===== src/hdl/ufcfn_pkg.sv =====
// Constants for the USB function control and frame number block.
// Assumes a 10 MHz system clock and an 8-bit register port.
package ufcfn_pkg;

  // ----------------------------------------------------------------
  // Register offsets
  // ----------------------------------------------------------------
  localparam logic [15:0] ADDR_FRAME_HIGH = 16'hFFFA;
  localparam logic [15:0] ADDR_FRAME_LOW  = 16'hFFFB;
  localparam logic [15:0] ADDR_CTL        = 16'hFFFC;

  // ----------------------------------------------------------------
  // Control register fields
  // ----------------------------------------------------------------
  localparam int unsigned CTL_ATTACH_BIT  = 7;
  localparam int unsigned CTL_RESPOND_BIT = 6;
  localparam int unsigned CTL_WAKEUP_BIT  = 5;
  localparam int unsigned CTL_SCOPE_BIT   = 4;
  localparam int unsigned CTL_CONFIRM_BIT = 0;

  // ----------------------------------------------------------------
  // Widths and reset values
  // ----------------------------------------------------------------
  localparam int unsigned DATA_W          = 8;
  localparam int unsigned ADDR_W          = 16;
  localparam int unsigned FRAME_W         = 11;
  localparam int unsigned FRAME_LOW_W     = 8;
  localparam int unsigned FRAME_HIGH_W    = 3;
  localparam int unsigned FRAME_PAD_W     = 5;
  localparam logic [7:0]  CTL_RESET       = 8'h00;
  localparam logic [7:0]  RDATA_IDLE      = 8'h00;
  localparam logic [10:0] FRAME_RESET     = 11'h000;
  localparam logic [10:0] FRAME_STEP      = 11'h001;
  localparam logic [4:0]  FRAME_PAD       = 5'h00;
  localparam logic        SHADOW_RESET    = 1'b0;

  // ----------------------------------------------------------------
  // Timing
  // ----------------------------------------------------------------
  localparam int unsigned CLK_PERIOD_NS   = 100;
  localparam int unsigned PSEUDO_FRAME_NS = 1000000;
  localparam int unsigned PSEUDO_FRAME_CYCLES =
    PSEUDO_FRAME_NS / CLK_PERIOD_NS;
  localparam int unsigned PSEUDO_CNT_W    = 14;

endpackage


===== src/hdl/ufcfn_top.sv =====
// USB function control register and frame number registers.
// Assumes an 8-bit register port and SIE event inputs on the system clock.
//
// The address-and-strobe port is this design's own decision.
`timescale 1ns/1ps
`default_nettype none

module ufcfn_top #(
  parameter int unsigned PSEUDO_FRAME_CYCLES =
    ufcfn_pkg::PSEUDO_FRAME_CYCLES,
  parameter int unsigned PSEUDO_CNT_W = ufcfn_pkg::PSEUDO_CNT_W
) (
  input  wire logic        SYS_CLK_IN,
  input  wire logic        RST_B_IN,
  input  wire logic [15:0] REG_ADDR_IN,
  input  wire logic [7:0]  REG_WDATA_IN,
  input  wire logic        REG_WR_IN,
  input  wire logic        REG_RD_IN,
  output var  logic [7:0]  REG_RDATA_OUT,
  input  wire logic        BUS_RESET_IN,
  input  wire logic        SOF_VALID_IN,
  input  wire logic [10:0] SOF_FRAME_IN,
  input  wire logic        FRAME_LOCKED_IN,
  input  wire logic        SHADOW_WR_IN,
  input  wire logic        SHADOW_WDATA_IN,
  output var  logic        ROM_SHADOW_SELECT_OUT,
  output var  logic        DPLUS_PULLUP_OUT,
  output var  logic        DPLUS_PULLUP_OE_OUT,
  output var  logic        FUNCTION_RESPOND_ENABLE_OUT,
  output var  logic        REMOTE_WAKEUP_REQUEST_OUT,
  output var  logic        RESET_OUT,
  output var  logic        CHIP_RESET_OUT,
  output var  logic        PSEUDO_FRAME_TICK_OUT
);

  // ----------------------------------------------------------------
  // Control state
  // ----------------------------------------------------------------
  logic        attach_reg;
  logic        attach_next;
  logic        respond_reg;
  logic        respond_next;
  logic        wakeup_reg;
  logic        wakeup_next;
  logic        scope_reg;
  logic        scope_next;
  logic        confirm_reg;
  logic        confirm_next;
  logic        shadow_reg;
  logic        shadow_next;
  logic [10:0] frame_reg;
  logic [10:0] frame_next;
  logic [7:0]  rdata_reg;
  logic [7:0]  rdata_next;
  logic        reset_out_reg;
  logic        reset_out_next;
  logic        pseudo_tick;

  // ----------------------------------------------------------------
  // Address decode
  // ----------------------------------------------------------------
  wire sel_ctl  = (REG_ADDR_IN == ufcfn_pkg::ADDR_CTL);
  wire sel_low  = (REG_ADDR_IN == ufcfn_pkg::ADDR_FRAME_LOW);
  wire sel_high = (REG_ADDR_IN == ufcfn_pkg::ADDR_FRAME_HIGH);
  wire ctl_wr   = REG_WR_IN && sel_ctl;

  // Whole-scope bus reset: the rest of the chip restarts too
  wire scope_reset = BUS_RESET_IN && scope_reg;

  wire [7:0] ctl_view = {attach_reg, respond_reg, wakeup_reg, scope_reg,
                         3'h0, confirm_reg};
  wire [7:0] low_view  = frame_reg[ufcfn_pkg::FRAME_LOW_W-1:0];
  wire [7:0] high_view = {ufcfn_pkg::FRAME_PAD,
                          frame_reg[ufcfn_pkg::FRAME_W-1:
                                    ufcfn_pkg::FRAME_LOW_W]};

  // ----------------------------------------------------------------
  // Control register next values
  // ----------------------------------------------------------------
  // Attach, scope and confirm ignore bus reset by design
  assign attach_next  = ctl_wr ?
    REG_WDATA_IN[ufcfn_pkg::CTL_ATTACH_BIT] : attach_reg;
  assign scope_next   = ctl_wr ?
    REG_WDATA_IN[ufcfn_pkg::CTL_SCOPE_BIT] : scope_reg;
  assign confirm_next = ctl_wr ?
    REG_WDATA_IN[ufcfn_pkg::CTL_CONFIRM_BIT] : confirm_reg;
  // Bus reset (whole-scope only, for wake-up) beats a same-cycle firmware write
  assign respond_next = BUS_RESET_IN ? 1'b0 :
    ctl_wr ? REG_WDATA_IN[ufcfn_pkg::CTL_RESPOND_BIT] : respond_reg;
  assign wakeup_next  = scope_reset ? 1'b0 :
    ctl_wr ? REG_WDATA_IN[ufcfn_pkg::CTL_WAKEUP_BIT] : wakeup_reg;

  // Spurious clears are dropped silently, sets always land
  assign shadow_next = (SHADOW_WR_IN && (SHADOW_WDATA_IN || confirm_reg)) ?
    SHADOW_WDATA_IN : shadow_reg;

  assign reset_out_next = scope_reset;

  // ----------------------------------------------------------------
  // Frame count
  // ----------------------------------------------------------------
  // Host value outranks a local tick landing in the same cycle
  assign frame_next = scope_reset  ? ufcfn_pkg::FRAME_RESET :
                      SOF_VALID_IN ? SOF_FRAME_IN :
                      pseudo_tick  ? frame_reg + ufcfn_pkg::FRAME_STEP :
                      frame_reg;

  ufcfn_frame_timer #(
    .PERIOD_CYCLES (PSEUDO_FRAME_CYCLES),
    .CNT_W         (PSEUDO_CNT_W)
  ) u_frame_timer (
    .clk_in    (SYS_CLK_IN),
    .rst_b_in  (RST_B_IN),
    .sof_in    (SOF_VALID_IN),
    .locked_in (FRAME_LOCKED_IN),
    .tick_out  (pseudo_tick)
  );

  // ----------------------------------------------------------------
  // Read data
  // ----------------------------------------------------------------
  // Unmapped addresses and idle cycles read as zero
  assign rdata_next = !REG_RD_IN ? ufcfn_pkg::RDATA_IDLE :
                      sel_ctl    ? ctl_view :
                      sel_low    ? low_view :
                      sel_high   ? high_view : ufcfn_pkg::RDATA_IDLE;

  // ----------------------------------------------------------------
  // Registers
  // ----------------------------------------------------------------
  always_ff @(posedge SYS_CLK_IN or negedge RST_B_IN) begin
    if (!RST_B_IN) begin
      attach_reg    <= ufcfn_pkg::CTL_RESET[ufcfn_pkg::CTL_ATTACH_BIT];
      respond_reg   <= ufcfn_pkg::CTL_RESET[ufcfn_pkg::CTL_RESPOND_BIT];
      wakeup_reg    <= ufcfn_pkg::CTL_RESET[ufcfn_pkg::CTL_WAKEUP_BIT];
      scope_reg     <= ufcfn_pkg::CTL_RESET[ufcfn_pkg::CTL_SCOPE_BIT];
      confirm_reg   <= ufcfn_pkg::CTL_RESET[ufcfn_pkg::CTL_CONFIRM_BIT];
      shadow_reg    <= ufcfn_pkg::SHADOW_RESET;
      frame_reg     <= ufcfn_pkg::FRAME_RESET;
      rdata_reg     <= ufcfn_pkg::RDATA_IDLE;
      reset_out_reg <= 1'b0;
    end else begin
      attach_reg    <= attach_next;
      respond_reg   <= respond_next;
      wakeup_reg    <= wakeup_next;
      scope_reg     <= scope_next;
      confirm_reg   <= confirm_next;
      shadow_reg    <= shadow_next;
      frame_reg     <= frame_next;
      rdata_reg     <= rdata_next;
      reset_out_reg <= reset_out_next;
    end
  end

  // ----------------------------------------------------------------
  // Outputs
  // ----------------------------------------------------------------
  assign REG_RDATA_OUT               = rdata_reg;
  assign DPLUS_PULLUP_OUT            = attach_reg;
  assign DPLUS_PULLUP_OE_OUT         = attach_reg;
  assign FUNCTION_RESPOND_ENABLE_OUT = respond_reg;
  assign REMOTE_WAKEUP_REQUEST_OUT   = wakeup_reg;
  assign RESET_OUT                   = reset_out_reg;
  assign CHIP_RESET_OUT              = reset_out_reg;
  assign ROM_SHADOW_SELECT_OUT       = shadow_reg;
  assign PSEUDO_FRAME_TICK_OUT       = pseudo_tick;

  // ----------------------------------------------------------------
  // Checks
  // ----------------------------------------------------------------
  pullup_drive_a: assert property (
    @(posedge SYS_CLK_IN) disable iff (!RST_B_IN)
    ctl_wr && REG_WDATA_IN[ufcfn_pkg::CTL_ATTACH_BIT]
    |=> DPLUS_PULLUP_OE_OUT && DPLUS_PULLUP_OUT)
    else $error("pullup not driven after attach");

  pullup_release_a: assert property (
    @(posedge SYS_CLK_IN) disable iff (!RST_B_IN)
    ctl_wr && !REG_WDATA_IN[ufcfn_pkg::CTL_ATTACH_BIT]
    |=> !DPLUS_PULLUP_OE_OUT)
    else $error("pullup still driven after detach");

  attach_keep_a: assert property (
    @(posedge SYS_CLK_IN) disable iff (!RST_B_IN)
    BUS_RESET_IN && !ctl_wr |=> $stable(DPLUS_PULLUP_OE_OUT))
    else $error("attach changed by bus reset");

  respond_set_a: assert property (
    @(posedge SYS_CLK_IN) disable iff (!RST_B_IN)
    ctl_wr && !BUS_RESET_IN |=>
    FUNCTION_RESPOND_ENABLE_OUT ==
      $past(REG_WDATA_IN[ufcfn_pkg::CTL_RESPOND_BIT]))
    else $error("respond enable not written");

  respond_clear_a: assert property (
    @(posedge SYS_CLK_IN) disable iff (!RST_B_IN)
    BUS_RESET_IN |=> !FUNCTION_RESPOND_ENABLE_OUT)
    else $error("respond enable kept over bus reset");

  wakeup_req_a: assert property (
    @(posedge SYS_CLK_IN) disable iff (!RST_B_IN)
    ctl_wr && !scope_reset && REG_WDATA_IN[ufcfn_pkg::CTL_WAKEUP_BIT]
    |=> REMOTE_WAKEUP_REQUEST_OUT)
    else $error("wake-up request missing");

  scope_reset_a: assert property (
    @(posedge SYS_CLK_IN) disable iff (!RST_B_IN)
    scope_reset && !ctl_wr |=> CHIP_RESET_OUT && !REMOTE_WAKEUP_REQUEST_OUT
    && $stable(ROM_SHADOW_SELECT_OUT) && scope_reg)
    else $error("scope reset wrong");

  reset_pin_a: assert property (
    @(posedge SYS_CLK_IN) disable iff (!RST_B_IN)
    RESET_OUT == $past(BUS_RESET_IN && scope_reg))
    else $error("reset pin does not follow bus reset");

  shadow_guard_a: assert property (
    @(posedge SYS_CLK_IN) disable iff (!RST_B_IN)
    SHADOW_WR_IN && !SHADOW_WDATA_IN && !confirm_reg
    |=> $stable(ROM_SHADOW_SELECT_OUT))
    else $error("shadow cleared without confirm");

  high_read_a: assert property (
    @(posedge SYS_CLK_IN) disable iff (!RST_B_IN)
    REG_RD_IN && sel_high |=>
    REG_RDATA_OUT == {ufcfn_pkg::FRAME_PAD, $past(frame_reg[10:8])})
    else $error("frame high read wrong");

  sof_load_a: assert property (
    @(posedge SYS_CLK_IN) disable iff (!RST_B_IN)
    SOF_VALID_IN && !scope_reset |=> frame_reg == $past(SOF_FRAME_IN))
    else $error("frame count not loaded from packet");

  tick_step_a: assert property (
    @(posedge SYS_CLK_IN) disable iff (!RST_B_IN)
    pseudo_tick && !SOF_VALID_IN && !scope_reset
    |=> frame_reg == $past(frame_reg) + ufcfn_pkg::FRAME_STEP)
    else $error("frame count missed a pseudo tick");

  reserved_zero_a: assert property (
    @(posedge SYS_CLK_IN) disable iff (!RST_B_IN)
    REG_RD_IN && sel_ctl |=> REG_RDATA_OUT[3:1] == 3'h0)
    else $error("reserved control bits not zero");

  low_read_a: assert property (
    @(posedge SYS_CLK_IN) disable iff (!RST_B_IN)
    REG_RD_IN && sel_low |=>
    REG_RDATA_OUT == $past(frame_reg[ufcfn_pkg::FRAME_LOW_W-1:0]))
    else $error("frame low read wrong");

  unmapped_read_a: assert property (
    @(posedge SYS_CLK_IN) disable iff (!RST_B_IN)
    REG_RD_IN && !sel_ctl && !sel_low && !sel_high |=>
    REG_RDATA_OUT == ufcfn_pkg::RDATA_IDLE)
    else $error("unmapped read not zero");

  respond_hold_a: assert property (
    @(posedge SYS_CLK_IN) disable iff (!RST_B_IN)
    !ctl_wr && !BUS_RESET_IN |=> $stable(FUNCTION_RESPOND_ENABLE_OUT))
    else $error("respond enable changed by itself");

  wakeup_hold_a: assert property (
    @(posedge SYS_CLK_IN) disable iff (!RST_B_IN)
    !ctl_wr && !scope_reset |=> $stable(REMOTE_WAKEUP_REQUEST_OUT))
    else $error("wake-up request cleared by hardware");

  frame_hold_a: assert property (
    @(posedge SYS_CLK_IN) disable iff (!RST_B_IN)
    !SOF_VALID_IN && !pseudo_tick && !scope_reset |=> $stable(frame_reg))
    else $error("frame count moved without an event");

  attach_cov: cover property (
    @(posedge SYS_CLK_IN) disable iff (!RST_B_IN)
    ctl_wr ##1 DPLUS_PULLUP_OE_OUT);

  scope_reset_cov: cover property (
    @(posedge SYS_CLK_IN) disable iff (!RST_B_IN)
    scope_reset ##1 RESET_OUT);

  tick_cov: cover property (
    @(posedge SYS_CLK_IN) disable iff (!RST_B_IN)
    pseudo_tick && !SOF_VALID_IN);

  shadow_clear_cov: cover property (
    @(posedge SYS_CLK_IN) disable iff (!RST_B_IN)
    SHADOW_WR_IN && !SHADOW_WDATA_IN && confirm_reg && shadow_reg);

  narrow_reset_cov: cover property (
    @(posedge SYS_CLK_IN) disable iff (!RST_B_IN)
    BUS_RESET_IN && !scope_reg ##1 !FUNCTION_RESPOND_ENABLE_OUT);

endmodule

`default_nettype wire


===== src/hdl/ufcfn_frame_timer.sv =====
// Local frame timer that makes pseudo frame ticks when unlocked.
// Assumes a start-of-frame pulse synchronous to the system clock.
`timescale 1ns/1ps
`default_nettype none

module ufcfn_frame_timer #(
  parameter int unsigned PERIOD_CYCLES = ufcfn_pkg::PSEUDO_FRAME_CYCLES,
  parameter int unsigned CNT_W         = ufcfn_pkg::PSEUDO_CNT_W
) (
  input  wire logic clk_in,
  input  wire logic rst_b_in,
  input  wire logic sof_in,
  input  wire logic locked_in,
  output var  logic tick_out
);

  // ----------------------------------------------------------------
  // Period counter
  // ----------------------------------------------------------------
  localparam logic [CNT_W-1:0] CNT_LAST = CNT_W'(PERIOD_CYCLES - 1);
  localparam logic [CNT_W-1:0] CNT_ZERO = '0;
  localparam logic [CNT_W-1:0] CNT_ONE  = CNT_W'(1);

  logic [CNT_W-1:0] cnt_reg;
  logic [CNT_W-1:0] cnt_next;
  logic             wrap;
  logic             tick_next;

  // Host frame restarts the phase so ticks stay aligned to the host
  assign wrap      = (cnt_reg == CNT_LAST);
  assign cnt_next  = (sof_in || wrap) ? CNT_ZERO : cnt_reg + CNT_ONE;
  assign tick_next = wrap && !sof_in && !locked_in;

  always_ff @(posedge clk_in or negedge rst_b_in) begin
    if (!rst_b_in) begin
      cnt_reg  <= CNT_ZERO;
      tick_out <= 1'b0;
    end else begin
      cnt_reg  <= cnt_next;
      tick_out <= tick_next;
    end
  end

  // ----------------------------------------------------------------
  // Checks
  // ----------------------------------------------------------------
  tick_period_a: assert property (
    @(posedge clk_in) disable iff (!rst_b_in)
    tick_out |-> $past(cnt_reg) == CNT_LAST && cnt_reg == CNT_ZERO)
    else $error("pseudo tick off the period end");

  tick_locked_a: assert property (
    @(posedge clk_in) disable iff (!rst_b_in)
    $past(locked_in) |-> !tick_out)
    else $error("pseudo tick while locked");

endmodule

`default_nettype wire


===== config.mk =====
export PLATFORM = sky130hd
export DESIGN_NAME = ufcfn_top
export DESIGN_NICKNAME = d
export VERILOG_FILES = /design/src/hdl/ufcfn_pkg.sv /design/src/hdl/ufcfn_top.sv /design/src/hdl/ufcfn_frame_timer.sv
export SDC_FILE = /design/constraint.sdc
export NUM_CORES = 1
export LEC_CHECK = 0
export ABC_CLOCK_PERIOD_IN_PS = 1700
export BUFFER_PORTS_ARGS = -buffer_cell sky130_fd_sc_hd__buf_2
export CORE_UTILIZATION = 25
export DETAILED_ROUTE_END_ITERATION = 16
export PLACE_DENSITY = 0.58
export REMOVE_ABC_BUFFERS = 1
export SYNTH_ARGS = -nofsm -noshare
export SYNTH_HDL_FRONTEND = slang
export SYNTH_SLANG_ARGS = --single-unit

===== constraint.sdc =====
create_clock -name SYS_CLK_IN -period 1.7 [get_ports SYS_CLK_IN]
set_input_delay 0.17 -clock SYS_CLK_IN [delete_from_list [all_inputs] [get_ports SYS_CLK_IN]]
set_output_delay 0.17 -clock SYS_CLK_IN [all_outputs]
set_load 0.01 [all_outputs]

**Word-level counts from Yosys, hierarchy flattened**

Index checks and enable logic that the tools add are counted.

- Add/sub/neg operators: 2
- Equality and inequality tests: 4
- Multiplexer cells: 12
- Reduce and logical (&&, ||, !) cells: 12

Operators by type and width:

| kind | number |
|---|---|
| $eq A16 B16 Y1 const B | 3 |
| $mux W11 | 3 |
| $mux W8 | 3 |
| $add A14 B1 Y14 const B | 1 |
| $eq A14 B14 Y1 const B | 1 |
| $mux W14 | 1 |
| $add A11 B1 Y11 const B | 1 |
| $logic_and A1 B1 Y1 | 5 |
| $mux W1 | 4 |
| $reduce_bool A2 Y1 | 2 |
| $mux W3 | 1 |
| $reduce_bool A3 Y1 | 1 |
| $logic_not A1 Y1 | 2 |
| $logic_or A1 B1 Y1 | 2 |

- Register bits after elaboration: 41
- Input port bits: 44

**Depth between registers and ports, before layout**

- Word-level depth: 5
- Gate-level depth with buffers: 6
- Mapped depth without buffers: 5

**Hierarchy**

Synthesis repeated with hierarchy kept, for this count alone.

- Cells, all modules: 201
- Area total of the unflattened synthesis: 2,079.5 um2

By module, submodules not included:

| module | times used | cells an instance | area each (um2) | seq. area each (um2) |
|---|---|---|---|---|
| ufcfn_top | 1 | 130 | 1,353.8 | 650.6 |
| ufcfn_frame_timer | 1 | 71 | 725.7 | 375.4 |

**Least setup slack after synthesis**

Ideal clock, no wire load.

- Path kind: reg-to-reg
- Start point: register u_frame_timer.cnt_reg[5]
- End point: register u_frame_timer.cnt_reg[10]
- Library setup time: 0.119 ns
- Arrival time: 1.701 ns
- Data required time: 1.581 ns
- Path slack: -0.120 ns
- Stages on the path, launching flop included: 6
- Buffers on the path: 1
- Clock period less this slack: 1.820 ns
- Path through: dfrtp_1 > or4b_1 > or4_4 > nand2_2 > buf_6 > nor2_1

- Longest elaborated chain between the ends: 3

RTL lines:

| element | RTL line | text |
|---|---|---|
| start: declaration | ufcfn_frame_timer.sv:24 | `logic [CNT_W-1:0] cnt_reg;` |
| start signal: assignment | ufcfn_frame_timer.sv:39 | `cnt_reg <= cnt_next;` |
| parallel branches: the longest is 2 deep, another holds $add A14 B1 Y14 | -- |  |
| $mux W14 (*) | ufcfn_frame_timer.sv:31 | `assign cnt_next = (sof_in \|\| wrap) ? CNT_ZERO : cnt_reg + CNT_ONE;` |
| via u_frame_timer.cnt_next[10] | ufcfn_frame_timer.sv:25 | `logic [CNT_W-1:0] cnt_next;` |

Mark *: on every way through the listed nets, which the timed path passes.
A chain may end at the register's enable or synchronous reset.

**Worst setup path after layout**

- Start point: register u_frame_timer.cnt_reg[4]
- End point: register u_frame_timer.cnt_reg[1]

- Longest elaborated chain between the ends: 3

RTL lines:

| element | RTL line | text |
|---|---|---|
| $eq A14 B14 Y1 | ufcfn_frame_timer.sv:30 | `assign wrap = (cnt_reg == CNT_LAST);` |
| $logic_or A1 B1 Y1 | ufcfn_frame_timer.sv:31 |  |
| $mux W14 | ufcfn_frame_timer.sv:31 |  |
| via u_frame_timer.cnt_next[1] | ufcfn_frame_timer.sv:25 |  |

The timed path passes the listed nets, and every way through them passes these cells.

==> impl_metrics.py <==
metrics = {
    "min_path": {
        "hp-class": "input port to flip-flop",
        "hold_start": "FRAME_LOCKED_IN",
        "holdPathEnd": "u_frame_timer.tick_out",
        "min_path_cells": 2,
    },
    "synth": {
        "synth-xor-area-share": 0.0973,
        "yosys-top-cells-area": "dfrtp_1, xnor2_1, nor2_1",
        "async_flop_share": 1.00,
        "syn_inst": 195,
        "synth_top_area_share": 0.518,
        "ys_ff_latch": 41,
        "synth.most_common_cell": "dfrtp_1",
        "yosysSeqAreaShare": 0.518,
        "synthSimpleGateAreaFrac": 0.226,
        "yosys.area.top_type": "dfrtp_1",
        "synth_edf_count": 0,
        "synth-adder-area-share": 0.0126,
        "avgSynthCellArea_sq_um": 10.2,
        "ys_warn_count": 0,
        "yosys-top-cells-count": "dfrtp_1, nor2_1, nand4_1, xnor2_1, nand3_1",
        "synth_ff_type": "dfrtp_1",
        "synth_top_family_by_area": "simple AND/OR/NAND/NOR gates",
        "synth_compound_area_frac": 0.0676,
        "syn_area_sq_um": 1980,
        "muxShareOfSynthArea": 0.0524,
        "synth_cell_types": 31,
    },
    "grt": {
        "grtUsageTotal": 0.120,
        "grt_max_degree": 42,
        "grt_pass1_vias": 1696,
        "grt_first_pass_wirelength_microns": 7850,
        "antenna_found_initial": 0,
        "grt_overflow": 0,
    },
    "power_and_ir_drop": {
        "power_frac_clock": 0.377,
        "peakVddDrop_uv": 466,
        "power.total_mw": 1.97,
        "intPower_mw": 1.52,
        "switching_power_mw": 0.445,
        "power.share.sequential": 0.531,
        "p_sw_frac": 0.226,
        "powerDensity_nw_per_um2": 759,
        "p_leak_nw": 1.19,
        "p_comb_frac": 0.092,
    },
    "placement": {
        "hpwl_microns": 3420,
        "dp_cells": 358,
        "port_buffers": 56,
        "gp_congestion": 0.796,
    },
    "critical_path": {
        "critical_path_class": "flip-flop to flip-flop",
        "crit_path_end_kind": "flip-flop",
        "r2r-end": "u_frame_timer.cnt_reg[1]",
        "r2r_cells": 3,
        "crit_fanout": 3,
        "r2r-start": "u_frame_timer.cnt_reg[4]",
        "crit_start": "u_frame_timer.cnt_reg[4]",
        "slowest_delay_ns": 0.50,
        "cp.arrival_ns": 1.86,
        "startpoint_type": "flip-flop",
        "reg2reg_slack_ns": 0.03,
        "slowest_stage": "or4b_1",
        "crit_family": "simple AND/OR/NAND/NOR gates",
        "worstPathCellList": "or4b_1 -> or4_4 -> and3_4",
        "required_ns": 1.88,
        "crit_buf_inv": 0,
    },
    "run_status": {
        "outcome": "complete, no violations",
    },
    "detailed_routing": {
        "totalWireLength_microns": 4630,
        "drcViolationCount": 0,
        "wire_per_inst_microns": 12.6,
        "num_vias": 1693,
        "vias_per_cell": 4.60,
        "drt_iter0_drc": 78,
        "ant_nets": 0,
        "drtPass1Iterations": 4,
    },
    "cells_and_area": {
        "fin_nets": 312,
        "fin_cells": 368,
        "layout.area.seq_sq_um": 1030,
        "largest_register_ffs": 14,
        "nFillCells": 836,
        "utilization": 0.337,
        "multiInputGateArea_sq_um": 930,
        "diodes": 0,
        "area_delta_synth_final_pct": 30.8,
        "drive_gt1_frac": 0.320,
    },
    "die": {
        "dieArea_sq_um": 8280,
        "die_x_microns": 91.0,
        "die_h_microns": 91.0,
        "start_util": 0.258,
        "io-pin-count": 60,
        "fp.coreArea_sq_um": 7690,
        "rows": 32,
    },
    "sta": {
        "max_slew_margin": 0.649,
        "tns_ns": 0,
        "finalCriticalPeriod_ns": 1.67,
        "fin_worst_skew_ns": 0.00602,
        "grt_setup_unrepaired": "true",
        "final_hold_viol_count": 0,
        "setup_viol": 0,
        "period_share": 0.984,
        "timing.fmax_mhz": 598,
        "worst_pin_slew_ns": 0.526,
        "hold_ws_ns": 0.0464,
        "drv_slew": 0,
    },
    "clock_network": {
        "cts_tree": "yes",
        "cts_sinks": 41,
        "clk-insertion-delay-late_ns": 0.29,
        "clockRootBuffer": "clkbuf_8",
        "cts_buffer_depth": 2,
        "cts_max_level": 2,
        "clk_pin_slew_ns": 0.08,
        "cts_buffers": 5,
    },
    "flow_run": {
        "drv_cap": 0,
    },
}
-- cell families after synthesis --
family,count (synthesis)
and+or+nand+nor,86
DFF,41
AOI/OAI and AO/OA,24
xor gates and xnor gates,22
buffers and inverters,10
muxes,10
adders and majority gates,2
-- worst register-to-register path, delay by kind of cell, from the launching register on --
| family | cells | cell delay, ns |
|---|---|---|
| simple gates | 3 | 1.19 |
| flops | 1 | 0.39 |
-- worst max-delay path by stage --
stage	to	cells past startpoint
2_1_floorplan	DPLUS_PULLUP_OE_OUT	4
3_3_place_gp	u_frame_timer.cnt_reg[6]	4
5_1_grt	u_frame_timer.cnt_reg[13]	6
6_report	u_frame_timer.cnt_reg[1]	3
4_1_cts	u_frame_timer.cnt_reg[1]	3
3_5_place_dp	u_frame_timer.cnt_reg[11]	4
-- layout by cell type (no fill, tap or decap), drive strengths merged --
cell type / count
buf: 69
dfrtp: 41
nor2: 27
nand4: 15
xnor2: 14
nand3: 13
nand2: 11
a21oi: 10
o21ai: 9
xor2: 8
mux2i: 7
nor3: 6
clkbuf: 5
a21boi: 4
inv: 3
and4: 3
mux2: 3
ha: 2
clkinv: 2
or4: 2
and3: 2
nor4: 2
nor3b: 2
or4b: 1
or3: 1
nor2b: 1
a22o: 1
bufinv: 1
dlygate4sd3: 1
-- power groups by stage --
stage / sequential, mW / clock, mW / combinational (mW)
floorplan: 1.05 / 0 / 0.0792
CTS: 1.04 / 0.777 / 0.182
finish: 1.04 / 0.741 / 0.182
global placement: 1.06 / 0 / 0.175
global route: 1.05 / 0.812 / 0.208
detailed placement: 1.06 / 0 / 0.176
-- timing repair --
item                                    CTS  global route
hold buffers                              1             0
pin swaps                                 1             1
gates cloned                              0             0
endpoints found under the setup margin   13            13
endpoints found under the hold margin    41             0
resized for setup                         2             2
buffers inserted                          0             2
-- per-stage QoR --
stage | instance area, sq um | worst slack (ns)
2_1_floorplan | 1940 | -0.365
3_3_place_gp | 2440 | -0.115
3_5_place_dp | 2440 | -0.150
4_1_cts | 2570 | 0.0176
5_1_grt | 2590 | -0.0192
6_report | 2590 | 0.0270
-- layer usage --
layer | share of wire | routed length, microns | global-route usage
met5 | 0 | 0 | 0
met4 | 0.0091 | 42 | 0.0317
met3 | 0.060 | 279 | 0.0302
met2 | 0.46 | 2110 | 0.197
met1 | 0.47 | 2190 | 0.157
-- final cells by class --
class                      count  area share
clock buffer                   5      0.0266
clock inverter                 2      0.0135
timing repair buffer          70       0.150
multi-input combinational    144       0.359
inverter                       4     0.00580
sequential                    41       0.396
tap                          102      0.0493
(Power assumes the default switching activity.)
